$ cat src/sar_adc_pkg.sv
// Purpose: Shared constants and carrier types for the SAR converter control block.
// Assumes: APB with 32-bit data, one aligned word per register.
// Notes:   Offsets 0x0e/0x0f are register indices; byte address is four times the index.

package sar_adc_pkg;

  // ****************************************************************
  // Register map
  // ****************************************************************
  localparam logic [7:0] IDX_CONTROL_A     = 8'h0e;
  localparam logic [7:0] IDX_CONTROL_B     = 8'h0f;
  localparam logic [7:0] IDX_RESULT_UPPER  = 8'h10;
  localparam logic [7:0] IDX_RESULT_LOWER  = 8'h11;
  localparam logic [7:0] IDX_POWER_CTRL    = 8'h12;

  // ****************************************************************
  // Field layout and reset values
  // ****************************************************************
  localparam int          START_BIT        = 7;
  localparam int          MODE_LSB         = 5;
  localparam int          AIN_DIS_BIT      = 4;
  localparam int          LADDER_BIT       = 5;
  localparam int          CTIME_LSB        = 1;
  localparam int          DONE_BIT         = 5;
  localparam int          BUSY_BIT         = 4;
  localparam logic [7:0]  CONTROL_A_RESET  = 8'h10;
  localparam logic [5:0]  CONTROL_B_RESET  = 6'h00;

  // ****************************************************************
  // Timing
  // ****************************************************************
  localparam int          CLK_HZ           = 40_000_000;
  localparam int          NUM_BITS         = 10;
  localparam int          CNT_W            = 11;

  typedef enum logic [1:0] {
    MODE_OFF    = 2'b00,
    MODE_SINGLE = 2'b01,
    MODE_RSVD   = 2'b10,
    MODE_REPEAT = 2'b11
  } conv_mode_t;

  typedef enum logic [1:0] {
    ST_IDLE   = 2'b00,
    ST_SAMPLE = 2'b01,
    ST_CONV   = 2'b10,
    ST_STORE  = 2'b11
  } conv_state_t;

  typedef struct packed {
    logic       start;
    conv_mode_t mode;
    logic       ain_dis;
    logic [3:0] channel;
  } control_a_t;

  typedef struct packed {
    logic       ladder_on;
    logic       fix_one;
    logic [2:0] ctime;
    logic       fix_zero;
  } control_b_t;

  // Length in high-frequency clock cycles for each conversion time code.
  function automatic logic [CNT_W-1:0] conv_cycles(input logic [2:0] code);
    case (code)
      3'b000:  conv_cycles = 11'd39;
      3'b010:  conv_cycles = 11'd78;
      3'b011:  conv_cycles = 11'd156;
      3'b100:  conv_cycles = 11'd312;
      3'b101:  conv_cycles = 11'd624;
      3'b110:  conv_cycles = 11'd1248;
      default: conv_cycles = 11'd39;
    endcase
  endfunction : conv_cycles

endpackage : sar_adc_pkg

$ cat src/sar_approx.sv
// Purpose: Successive approximation register, one bit per step.
// Assumes: Comparator input already synchronised by the caller.
// Notes:   Trial code is always registered.

`timescale 1ns/1ps

module sar_approx
  import sar_adc_pkg::*;
#(
  parameter int WIDTH = NUM_BITS
) (
  // Clock and reset
  input  wire logic             clk,
  input  wire logic             resetn,
  // Control
  input  wire logic             begin_pulse,
  input  wire logic             step,
  input  wire logic             cmp_high,
  // Result
  output logic [WIDTH-1:0]      trial,
  output logic                  finished
);

  logic [WIDTH-1:0] code_reg, code_next;
  logic [WIDTH-1:0] mask_reg, mask_next;
  logic             fin_reg, fin_next;

  always_comb begin
    code_next = code_reg;
    mask_next = mask_reg;
    fin_next  = 1'b0;
    if (begin_pulse) begin
      mask_next = {1'b1, {(WIDTH-1){1'b0}}};
      code_next = {1'b1, {(WIDTH-1){1'b0}}};
    end else if (step && (mask_reg != '0)) begin
      // Keep the trial bit only if the held input is at or above the ladder.
      if (!cmp_high) begin
        code_next = code_reg & ~mask_reg;
      end
      mask_next = mask_reg >> 1;
      code_next = code_next | (mask_reg >> 1);
      fin_next  = (mask_reg[0] == 1'b1);
    end
  end

  always_ff @(posedge clk or negedge resetn) begin
    if (!resetn) begin
      code_reg <= '0;
      mask_reg <= '0;
      fin_reg  <= 1'b0;
    end else begin
      code_reg <= code_next;
      mask_reg <= mask_next;
      fin_reg  <= fin_next;
    end
  end

  assign trial    = code_reg;
  assign finished = fin_reg;

endmodule : sar_approx

$ cat src/sar_adc_control.sv
// Purpose: Register interface and sequencing of a 10-bit SAR converter.
// Assumes: 40 MHz CLK is the high-frequency clock; comparator and power
//          mode inputs are asynchronous.
// Notes:   Register set reached over APB with zero wait states.
//
// Decided for this implementation: the APB slave port.

`timescale 1ns/1ps

module sar_adc_control
  import sar_adc_pkg::*;
#(
  parameter int NBITS = NUM_BITS
) (
  // Clock and reset
  input  wire logic             CLK,
  input  wire logic             RESETN,
  // APB slave
  input  wire logic             PSEL,
  input  wire logic             PENABLE,
  input  wire logic             PWRITE,
  input  wire logic [11:0]      PADDR,
  input  wire logic [31:0]      PWDATA,
  output logic [31:0]           PRDATA,
  output logic                  PREADY,
  output logic                  PSLVERR,
  // Power mode
  input  wire logic             LOW_POWER_ENTRY,
  // Analog front end
  input  wire logic             CMP_HIGH,
  output logic                  SAMPLE_HOLD,
  output logic [NBITS-1:0]      LADDER_CODE,
  output logic                  LADDER_ENABLE,
  output logic [2:0]            INPUT_CHANNEL,
  output logic                  INPUT_ENABLE,
  // Event
  output logic                  CONV_DONE_IRQ
);

  // ****************************************************************
  // Input synchronisers
  // ****************************************************************
  logic cmp_s1_reg, cmp_s2_reg, lp_s1_reg, lp_s2_reg, lp_s3_reg;

  always_ff @(posedge CLK or negedge RESETN) begin
    if (!RESETN) begin
      cmp_s1_reg <= 1'b0;
      cmp_s2_reg <= 1'b0;
      lp_s1_reg  <= 1'b0;
      lp_s2_reg  <= 1'b0;
      lp_s3_reg  <= 1'b0;
    end else begin
      cmp_s1_reg <= CMP_HIGH;
      cmp_s2_reg <= cmp_s1_reg;
      lp_s1_reg  <= LOW_POWER_ENTRY;
      lp_s2_reg  <= lp_s1_reg;
      lp_s3_reg  <= lp_s2_reg;
    end
  end

  // Entry into a low-power mode is the rising edge of the synchronised level.
  logic lp_entry;
  assign lp_entry = lp_s2_reg & ~lp_s3_reg;

  // ****************************************************************
  // APB decode
  // ****************************************************************
  logic [9:0] word_idx;
  logic       wr_en, rd_en, hit_a, hit_b, hit_up, hit_lo, hit_pw, mapped;

  assign word_idx = PADDR[11:2];
  assign wr_en    = PSEL & PENABLE & PWRITE;
  assign rd_en    = PSEL & PENABLE & ~PWRITE;
  assign hit_a    = (word_idx == {2'b00, IDX_CONTROL_A});
  assign hit_b    = (word_idx == {2'b00, IDX_CONTROL_B});
  assign hit_up   = (word_idx == {2'b00, IDX_RESULT_UPPER});
  assign hit_lo   = (word_idx == {2'b00, IDX_RESULT_LOWER});
  assign hit_pw   = (word_idx == {2'b00, IDX_POWER_CTRL});
  assign mapped   = hit_a | hit_b | hit_up | hit_lo | hit_pw;

  // ****************************************************************
  // Control, status and sequencing state
  // ****************************************************************
  control_a_t        ctl_a_reg, ctl_a_next;
  control_b_t        ctl_b_reg, ctl_b_next;
  conv_state_t       state_reg, state_next;
  logic [CNT_W-1:0]  cnt_reg, cnt_next;
  logic [CNT_W-1:0]  len_reg, len_next;
  logic [NBITS-1:0]  result_reg, result_next;
  logic              done_reg, done_next;
  logic              irq_reg, irq_next;
  logic              sw_lp_reg, sw_lp_next;
  logic [31:0]       rdata_reg, rdata_next;
  logic              slverr_reg, slverr_next;
  logic              sar_begin, sar_step;
  logic [NBITS-1:0]  sar_trial;
  logic              sar_finished;
  logic              busy;
  logic              start_req;
  logic              stop_req;
  logic [CNT_W-1:0]  step_len;

  assign busy = (state_reg != ST_IDLE);
  // Spread the bit decisions evenly over the selected time.
  assign step_len = CNT_W'(len_reg / CNT_W'(NBITS + 1));

  sar_approx #(
    .WIDTH       (NBITS)
  ) u_sar (
    .clk         (CLK),
    .resetn      (RESETN),
    .begin_pulse (sar_begin),
    .step        (sar_step),
    .cmp_high    (cmp_s2_reg),
    .trial       (sar_trial),
    .finished    (sar_finished)
  );

  always_comb begin
    ctl_a_next  = ctl_a_reg;
    ctl_b_next  = ctl_b_reg;
    state_next  = state_reg;
    cnt_next    = cnt_reg;
    len_next    = len_reg;
    result_next = result_reg;
    done_next   = done_reg;
    irq_next    = 1'b0;
    sw_lp_next  = sw_lp_reg;
    rdata_next  = rdata_reg;
    slverr_next = 1'b0;
    sar_begin   = 1'b0;
    sar_step    = 1'b0;
    start_req   = 1'b0;
    stop_req    = 1'b0;

    // Register writes.
    if (wr_en && hit_a) begin
      ctl_a_next = control_a_t'(PWDATA[7:0]);
      if (PWDATA[START_BIT] && (PWDATA[MODE_LSB +: 2] != MODE_OFF)) begin
        start_req = 1'b1;
      end
      if (PWDATA[MODE_LSB +: 2] == MODE_OFF) begin
        stop_req = 1'b1;
      end
    end
    if (wr_en && hit_b) begin
      ctl_b_next = control_b_t'(PWDATA[5:0]);
    end
    if (wr_en && hit_pw) begin
      sw_lp_next = PWDATA[0];
    end

    // Read data are latched in the setup cycle so that they stand with PREADY.
    if (PSEL && !PENABLE) begin
      slverr_next = ~mapped;
      if (!PWRITE) begin
        rdata_next = 32'h0000_0000;
        if (hit_a) begin
          rdata_next[7:0] = ctl_a_reg;
        end
        if (hit_b) begin
          rdata_next[7:0] = {2'b00, ctl_b_reg};
        end
        if (hit_up) begin
          rdata_next[7:0] = result_reg[NBITS-1 -: 8];
        end
        if (hit_lo) begin
          rdata_next[7:0] = {result_reg[1:0], done_reg, busy, 4'h0};
        end
        if (hit_pw) begin
          rdata_next[0] = sw_lp_reg;
        end
      end
    end
    // Of status reads, only one that showed done clears it, so a completion that
    // lands between setup and access is not lost. A completion in the
    // access cycle itself wins, as the sequencer below sets done later.
    if (rd_en && hit_lo && rdata_reg[DONE_BIT]) begin
      done_next = 1'b0;
    end

    // Conversion sequencer.
    case (state_reg)
      ST_IDLE: begin
        if (start_req) begin
          state_next = ST_SAMPLE;
          len_next   = conv_cycles(ctl_b_reg.ctime);
          cnt_next   = '0;
          done_next  = 1'b0;
        end
      end
      ST_SAMPLE: begin
        ctl_a_next.start = 1'b0;
        cnt_next   = cnt_reg + 1'b1;
        if (cnt_reg + 1'b1 >= step_len) begin
          state_next = ST_CONV;
          sar_begin  = 1'b1;
          cnt_next   = '0;
        end
      end
      ST_CONV: begin
        cnt_next = cnt_reg + 1'b1;
        if (cnt_reg + 1'b1 >= step_len) begin
          sar_step = 1'b1;
          cnt_next = '0;
        end
        if (sar_finished) begin
          state_next = ST_STORE;
        end
      end
      ST_STORE: begin
        result_next = sar_trial;
        done_next   = 1'b1;
        irq_next    = 1'b1;
        cnt_next    = '0;
        if (ctl_a_reg.mode == MODE_REPEAT) begin
          state_next = ST_SAMPLE;
          len_next   = conv_cycles(ctl_b_reg.ctime);
        end else begin
          state_next = ST_IDLE;
        end
      end
      default: state_next = ST_IDLE;
    endcase

    // Disabling stops at once and drops the partial value.
    if (stop_req && busy) begin
      state_next  = ST_IDLE;
      result_next = result_reg;
      done_next   = done_reg;
      irq_next    = 1'b0;
    end

    // Low-power entry wins over everything else.
    if (lp_entry || (wr_en && hit_pw && PWDATA[0] && !sw_lp_reg)) begin
      ctl_a_next  = control_a_t'(CONTROL_A_RESET);
      ctl_b_next  = control_b_t'(CONTROL_B_RESET);
      state_next  = ST_IDLE;
      result_next = '0;
      done_next   = 1'b0;
      irq_next    = 1'b0;
    end
  end

  always_ff @(posedge CLK or negedge RESETN) begin
    if (!RESETN) begin
      ctl_a_reg  <= control_a_t'(CONTROL_A_RESET);
      ctl_b_reg  <= control_b_t'(CONTROL_B_RESET);
      state_reg  <= ST_IDLE;
      cnt_reg    <= '0;
      len_reg    <= '0;
      result_reg <= '0;
      done_reg   <= 1'b0;
      irq_reg    <= 1'b0;
      sw_lp_reg  <= 1'b0;
      rdata_reg  <= 32'h0000_0000;
      slverr_reg <= 1'b0;
    end else begin
      ctl_a_reg  <= ctl_a_next;
      ctl_b_reg  <= ctl_b_next;
      state_reg  <= state_next;
      cnt_reg    <= cnt_next;
      len_reg    <= len_next;
      result_reg <= result_next;
      done_reg   <= done_next;
      irq_reg    <= irq_next;
      sw_lp_reg  <= sw_lp_next;
      rdata_reg  <= rdata_next;
      slverr_reg <= slverr_next;
    end
  end

  // ****************************************************************
  // Outputs
  // ****************************************************************
  logic              sh_reg, ladder_reg, in_en_reg;
  logic [2:0]        chan_reg;
  logic              ready_reg;

  always_ff @(posedge CLK or negedge RESETN) begin
    if (!RESETN) begin
      sh_reg       <= 1'b0;
      ladder_reg   <= 1'b0;
      in_en_reg    <= 1'b0;
      chan_reg     <= 3'h0;
      ready_reg    <= 1'b0;
    end else begin
      sh_reg       <= (state_next == ST_SAMPLE);
      ladder_reg   <= ctl_b_next.ladder_on | (state_next != ST_IDLE);
      in_en_reg    <= ~ctl_a_next.ain_dis;
      // Reserved channel codes leave the mux on the low eight inputs.
      chan_reg     <= ctl_a_next.channel[2:0];
      ready_reg    <= PSEL & ~PENABLE;
    end
  end

  assign SAMPLE_HOLD   = sh_reg;
  assign LADDER_ENABLE = ladder_reg;
  assign INPUT_ENABLE  = in_en_reg;
  assign INPUT_CHANNEL = chan_reg;
  // The trial register drives the ladder directly: one more stage would
  // leave the synchronised comparator a cycle late at the shortest step.
  assign LADDER_CODE   = sar_trial;
  assign CONV_DONE_IRQ = irq_reg;
  assign PRDATA        = rdata_reg;
  assign PSLVERR       = slverr_reg;
  assign PREADY        = ready_reg;

endmodule : sar_adc_control

$ cat config.mk
export PLATFORM = sky130hd
export DESIGN_NAME = sar_adc_control
export DESIGN_NICKNAME = d
export VERILOG_FILES = /design/src/sar_adc_pkg.sv /design/src/sar_approx.sv /design/src/sar_adc_control.sv
export SDC_FILE = /design/constraint.sdc
export NUM_CORES = 1
export LEC_CHECK = 0
export BUFFER_PORTS_ARGS = -buffer_cell sky130_fd_sc_hd__buf_4
export CAP_MARGIN = 0
export CORE_MARGIN = 3
export CORE_UTILIZATION = 45
export CTS_CLUSTER_SIZE = 24
export DETAILED_ROUTE_END_ITERATION = 8
export PLACE_DENSITY_LB_ADDON = 0.3
export RECOVER_POWER = 25
export SLEW_MARGIN = 40
export SYNTH_ARGS = -nofsm -noshare
export SYNTH_HDL_FRONTEND = slang
export SYNTH_HIERARCHICAL = 1
export SYNTH_SLANG_ARGS = --single-unit
$ cat constraint.sdc
create_clock -name CLK -period 8.6 [get_ports CLK]
set_input_delay 1.72 -clock CLK [delete_from_list [all_inputs] [get_ports CLK]]
set_output_delay 1.72 -clock CLK [all_outputs]
set_load 0.01 [all_outputs]
==> results.md, run 1 <==
| Metric | Reported | Unit |
|---|---|---|
| Result of the run | complete, but fails checks | - |
| Failing checks | capacitance limit, slew limit | - |
| Maximum fanout along the worst path | 31 | - |
| Number of cell rows | 40 | - |
| Fill cell count | 1,125 | - |
| Final clock period utilization by the worst path | 83.8 | % |
| Pin count of the biggest net entering global routing | 73 | - |
| Kind of end point of the critical path | flip-flop | - |
| Arrival time of data at the critical path endpoint | 7.44 | ns |
| Clock tree from TritonCTS | built | - |
| Sequential-to-total area share from yosys stat | 39.7 | % |
| Depth of the CTS H-tree | 3 | - |
| Met3 layer usage reported by global route | 3.54 | % |
| Die span in x | 118 | um |
| Buffers plus inverters on the worst setup path | 1 | - |
| Clock skew after layout | 0.0100 | ns |
| RSZ-0062 raised after global routing | false | - |
| CTS Hold Buffers Added | 0 | - |
| Share of layout cells above drive strength 1 | 14.1 | % |
| Height of the die | 118 | um |
| Most frequent cell on the critical path | a21o_1 | - |
| Post-CTS resize count | 0 | - |
| Global route total overflow | 0 | - |
| Post-Syn Area | 0.00568 | mm2 |
| Tightest Pin Transition | 3.75 | ns |
| Busiest layer in global routing | met2 | - |
| Startpoint class of the critical path | flip-flop | - |
| Global-route wire length before repair | 20,800 | um |
| Static Leak | 0.00285 | uW |
| Count of state elements after synthesis | 90 | - |
| Number of global-route vias before repair | 4,286 | - |
| Data required time of the worst path | 8.84 | ns |
| Number of antenna violations at the first check in global routing | 0 | - |
| Most used flip-flop cell after synthesis | dfrtp_1 | - |
| Most common cell after layout, fill and taps aside | dfrtp_1 | - |
| Net count reported at finish | 706 | - |
| Detailed-route via count | 4,612 | - |
| Post-layout util | 51.8 | % |
| Start-to-end type of the worst setup path | reg2reg | - |
| Distinct cell type count of the synthesized netlist | 78 | - |
| Mean post-synth cell area | 9.19 | um2 |
| Worst skew pair latency | 0.34 | ns |
| Total die area | 0.0140 | mm2 |
| Post-CTS setup-driven buffer insertion count | 0 | - |
| Slowest stage cell on the critical path | dfrtp_1 | - |
| Number of synthesis warnings | 6 | - |
| DR pass1 iterations | 6 | - |
| Cell area power density | 233 | mW/mm2 |
| Asr flop ratio synth | 100 | % |
| Commonest cells after routing, fill and taps aside | 88 x dfrtp_1, 69 x nand2_1, 51 x buf_4 | - |
| Worst min-delay path category | reg2reg | - |
| GR Layer Usage met1 | 24.2 | % |
| Count of flip-flops with a built-in enable after synthesis | 0 | - |
| Port Buffer Count | 51 | - |
| Half-perimeter wire length after detailed placement | 8800 | um |
| Met2 routing resource usage after global routing | 28.1 | % |
| Summed negative setup slack over all endpoints | 0 | ns |
| Setup-failing EPs final | 0 | - |
| I/O pins | 102 | - |
| Post-Synthesis Cells | 618 | - |
| Count of inserted antenna diode cells | 0 | - |
| F_max | 139 | MHz |
| Clock Pin Slew Worst Setup and Hold Paths | 0.06 | ns |
| # clock sinks | 90 | - |
| Via-per-instance ratio | 5.67 | - |
| Post-detailed-route DRC marker count | 0 | - |
| Total routing usage reported by global routing | 17.6 | % |
| Maximum vdd ir drop | 0.132 | mV |
| Rel. slew slack | -150 | % |
| Min cycle time layout | 7.21 | ns |
| Detailed-route wire length per cell | 15.2 | um |
| Synth-to-Final Area Change | 10.8 | % |
| Post-route antenna net violation count | 0 | - |
| Number of buffers added by the clock tree synthesis step | 9 | - |
| Detailed-route wire length | 12,400 | um |
| Cell family contributing the most delay on the critical path | compound AO/OA/AOI/OAI gates | - |
| Clock root buffer | clkbuf_16 | - |
| First-iteration detailed-routing DRC count | 370 | - |
| Starting density of the core | 46.7 | % |
| Number of hold violations in the final report | 0 | - |
| Buffer depth of the longest clock path | 2 | - |
| Max Cap Violations | 1 | - |
| Weighted congestion reported at the end of routability-driven placement | 0.804 | - |
| Max-slew violation total from the final report | 73 | - |
| Floorplan Core Area | 0.0122 | mm2 |
| Crit path largest cell delay | 0.82 | ns |
layout make-up:
| cell class | instances | area (um2) | area share, % |
|---|---|---|---|
| inverters | 16 | 60.1 | 0.954 |
| clock inverters | 4 | 76.3 | 1.21 |
| multi-input cells | 467 | 3040 | 48.3 |
| repair buffers | 56 | 409 | 6.50 |
| well taps | 168 | 210 | 3.34 |
| clock buffers | 12 | 246 | 3.91 |
| flip-flops and latches | 90 | 2250 | 35.8 |
worst register-to-register path: cells and delay by family, from the launching register on:
family	cells	cell delay, ns
and+or+nand+nor	9	1.81
DFF	1	0.82
AOI/OAI and AO/OA	15	3.42
muxes	1	0.21
buffers and inverters	1	0.23
xor gates and xnor gates	1	0.12
adders and majority gates	2	0.55
power by group:
group	switching, uW	total (uW)	internal, uW
clock network	159	422	263
registers	61.2	525	464
logic	296	519	223
through the flow:
stage | instances | setup slack (ns) | total power [uW] | hold slack [ns] | cell area [um2]
floorplan | 641 | 2.50 | 929 | 0.331 | 5770
global placement | 797 | 1.57 | 1030 | 0.338 | 5980
detailed placement | 797 | 1.44 | 1050 | 0.335 | 5990
CTS | 813 | 1.43 | 1480 | 0.349 | 6310
global route | 813 | 0.790 | 1570 | 0.369 | 6300
finish | 813 | 1.39 | 1470 | 0.347 | 6300
synth_stat cells (10+ instances only):
| master | count | share of area (%) |
|---|---|---|
| mux2i_1 | 14 | 2.5 |
| nor3_1 | 10 | 0.88 |
| nor2b_1 | 15 | 1.7 |
| a311oi_1 | 10 | 1.5 |
| nand3_1 | 19 | 1.7 |
| a21o_1 | 12 | 1.6 |
| buf_4 | 36 | 4.8 |
| nand2_1 | 69 | 4.6 |
| nand2b_1 | 20 | 2.2 |
| a21oi_1 | 46 | 4.1 |
| dfrtp_1 | 89 | 39 |
| o21ai_0 | 29 | 2.6 |
| a22o_1 | 10 | 1.5 |
| clkbuf_1 | 18 | 1.2 |
| ha_1 | 15 | 3.3 |
| nor2_1 | 35 | 2.3 |
| buf_2 | 10 | 0.88 |
| inv_1 | 16 | 1.1 |
cell families (layout without fill, tap and decap cells):
group | count (synthesis) | count (layout) | synth area share, %
other | 1 | 24 | 0.0660
buffers and inverters | 84 | 88 | 8.55
AOI/OAI and AO/OA | 182 | 182 | 23.5
xor gates and xnor gates | 12 | 12 | 1.85
DFF | 90 | 90 | 39.7
adders and majority gates | 16 | 16 | 3.50
muxes | 17 | 17 | 3.26
and+or+nand+nor | 216 | 216 | 19.6
metal layers:
metal,vias to the layer above,wire [um]
met5,-,0
met4,0,155
met3,13,612
met2,109,5880
met1,2238,5730
li1,2252,-
worst paths after layout:
path | from | end | slack (ns) | cells past startpoint
max | len_reg[10]$_DFFE_PN0P_ | u_sar/trial[5]$_DFFE_PN0P_ | 1.39 | 29
min | lp_s1_reg$_DFF_PN0_ | lp_s2_reg$_DFF_PN0_ | 0.35 | 0
max reg2reg | len_reg[10]$_DFFE_PN0P_ | u_sar/trial[5]$_DFFE_PN0P_ | 1.39 | 29
min reg2reg | lp_s1_reg$_DFF_PN0_ | lp_s2_reg$_DFF_PN0_ | 0.35 | 0
max in group asynchronous | RESETN | len_reg[8]$_DFFE_PN0P_ | 2.69 | 2
min in group asynchronous | RESETN | u_sar/mask_reg[2]$_DFFE_PN0P_ | 1.52 | 1
No activity file was read; power rests on OpenSTA's default activity.
==> run 2: changes to the inputs <==
==> constraint.sdc (replaced) <==
create_clock -name CLK -period 6.8 [get_ports CLK]
set_input_delay 1.36 -clock CLK [delete_from_list [all_inputs] [get_ports CLK]]
set_output_delay 1.36 -clock CLK [all_outputs]
set_load 0.01 [all_outputs]
==> results.md, run 2 (synthesis gave the netlist of run 1 again) <==
| Metric | Reported | Unit |
|---|---|---|
| DR pass1 iterations | 5 | - |
| Max Cap Violations | 1 | - |
| Clock root buffer | clkbuf_16 | - |
| I/O pins | 102 | - |
| Number of antenna violations at the first check in global routing | 0 | - |
| Via-per-instance ratio | 5.69 | - |
| Pin count of the biggest net entering global routing | 74 | - |
| F_max | 159 | MHz |
| Clock tree from TritonCTS | built | - |
| Tightest Pin Transition | 3.80 | ns |
| Number of hold violations in the final report | 0 | - |
| Crit path largest cell delay | 0.51 | ns |
| Port Buffer Count | 51 | - |
| Post-Place Cells | 809 | - |
| Most common cell after layout, fill and taps aside | dfrtp_1 | - |
| Max-slew violation total from the final report | 74 | - |
| Startpoint class of the critical path | flip-flop | - |
| Number of global-route vias before repair | 4,623 | - |
| Post-route antenna net violation count | 0 | - |
| Number of cell rows | 40 | - |
| Data required time of the worst path | 7.02 | ns |
| Rel. slew slack | -153 | % |
| Synth-to-Final Area Change | 13.5 | % |
| Global route total overflow | 0 | - |
| Detailed route wirelength on metal2 | 6290 | um |
| Min cycle time layout | 6.29 | ns |
| Half-perimeter wire length after detailed placement | 9350 | um |
| Global-route wire length before repair | 22,200 | um |
| Cell area power density | 294 | mW/mm2 |
| Non-Filler Instances | 828 | - |
| Overall power consumption | 1900 | uW |
| Static Leak | 0.00293 | uW |
| Worst skew pair latency | 0.34 | ns |
| RSZ-0062 raised after global routing | false | - |
| First-iteration detailed-routing DRC count | 341 | - |
| Count of inserted antenna diode cells | 0 | - |
| Failing checks | capacitance limit, slew limit | - |
| Clock skew after layout | 0.00621 | ns |
| CTS Hold Buffers Added | 0 | - |
| Setup-failing EPs final | 0 | - |
| Weighted congestion reported at the end of routability-driven placement | 0.816 | - |
| Total routing usage reported by global routing | 18.7 | % |
| Die span in x | 118 | um |
| Clock Pin Slew Worst Setup and Hold Paths | 0.06 | ns |
| Floorplan Core Area | 0.0122 | mm2 |
| Starting density of the core | 46.7 | % |
| Detailed-route via count | 4,708 | - |
| Net count reported at finish | 721 | - |
| Buffer depth of the longest clock path | 2 | - |
| Kind of end point of the critical path | flip-flop | - |
| Final clock period utilization by the worst path | 92.4 | % |
| Maximum vdd ir drop | 0.162 | mV |
| Slowest stage cell on the critical path | dfrtp_2 | - |
| Detailed-route wire length per cell | 15.7 | um |
| Detailed-routing wirelength on met1 | 5950 | um |
| Fill cell count | 1,108 | - |
| Height of the die | 118 | um |
| Worst min-delay path category | reg2reg | - |
| Commonest cells after routing, fill and taps aside | 84 x dfrtp_1, 69 x nand2_1, 65 x buf_4 | - |
| Top Layer Used | met4 | - |
| Arrival time of data at the critical path endpoint | 6.50 | ns |
| Detailed-route wire length | 13,000 | um |
| Share of layout cells above drive strength 1 | 17.7 | % |
| Most frequent cell on the critical path | a21o_1 | - |
| Result of the run | complete, but fails checks | - |
| Total die area | 0.0140 | mm2 |
| # clock sinks | 90 | - |
| Maximum fanout along the worst path | 15 | - |
| Start-to-end type of the worst setup path | reg2reg | - |
| Depth of the CTS H-tree | 3 | - |
| Flop2flop setup slack | 0.51 | ns |
| Routed wire length on met3 | 562 | um |
| Post-detailed-route DRC marker count | 0 | - |
| Summed negative setup slack over all endpoints | 0 | ns |
| Number of buffers added by the clock tree synthesis step | 9 | - |
==> run 2: cell types whose count changed in the layout (fill, tap and decap cells not counted), moves of 2 or more <==
cell,before,now
buf_4,51,65
dfrtp_2,1,5
or2_4,0,2
dfrtp_1,88,84
==> run 2: area by class of cell <==
class,instances,area (um2),area share (%)
inverter,16,60.1,0.932
clock inverter,5,81.3,1.26
clock buffer,11,233,3.61
tap,168,210,3.26
multi-input combinational,467,3070,47.6
sequential,90,2260,35.1
timing repair buffer,71,534,8.29
==> run 2: repair_timing <==
action,in CTS,in global routing
setup buffers,0,3
endpoints found under the setup margin,0,30
gates resized for setup,0,11
==> run 2: final timing paths <==
path,startpoint,end,cells after the start
hold / removal,lp_s1_reg$_DFF_PN0_,lp_s2_reg$_DFF_PN0_,0
setup reg to reg,len_reg[7]$_DFFE_PN0P_,LADDER_ENABLE$_DFF_PN0_,30
min in group asynchronous,RESETN,u_sar/mask_reg[1]$_DFFE_PN0P_,1
setup / recovery,len_reg[7]$_DFFE_PN0P_,LADDER_ENABLE$_DFF_PN0_,30
hold reg to reg,lp_s1_reg$_DFF_PN0_,lp_s2_reg$_DFF_PN0_,0
max in group asynchronous,RESETN,len_reg[5]$_DFFE_PN0P_,2
==> run 2: worst max-delay path: cells and delay by family, from the launching register on <==
kind                     cells  cell delay, ns
buffers and inverters        2            0.38
flip-flops                   1            0.51
multiplexers                 1            0.15
AND/OR/NAND/NOR              6            1.01
XOR/XNOR                     1            0.12
AO/OA/AOI/OAI               17            3.11
adder cells (fa/ha/maj)      3            0.88
==> run 2: where the power goes <==
group	internal (uW)	switching, uW	leakage [uW]
Combinational	316	394	0.00158
Clock	322	207	0.000150
Sequential	588	71.2	0.00120
==> run 2: through the flow <==
stage | util [%] | area, um2 | setup WS [ns] | hold WS [ns]
2_1_floorplan | - | 5770 | 0.703 | 0.331
3_3_place_gp | 50.0 | 6080 | 0.267 | 0.338
3_5_place_dp | 50.1 | 6090 | 0.147 | 0.341
4_1_cts | 52.7 | 6400 | 0.117 | 0.365
5_1_grt | 53.0 | 6440 | 0.0328 | 0.366
6_report | 53.0 | 6440 | 0.514 | 0.361
==> run 2: layer usage <==
metal | GRT usage, % | up-vias
li1 | - | 2286
met4 | 5.71 | 0
met5 | 0 | -
met1 | 25.1 | 2284
met3 | 3.30 | 14
met2 | 30.8 | 124
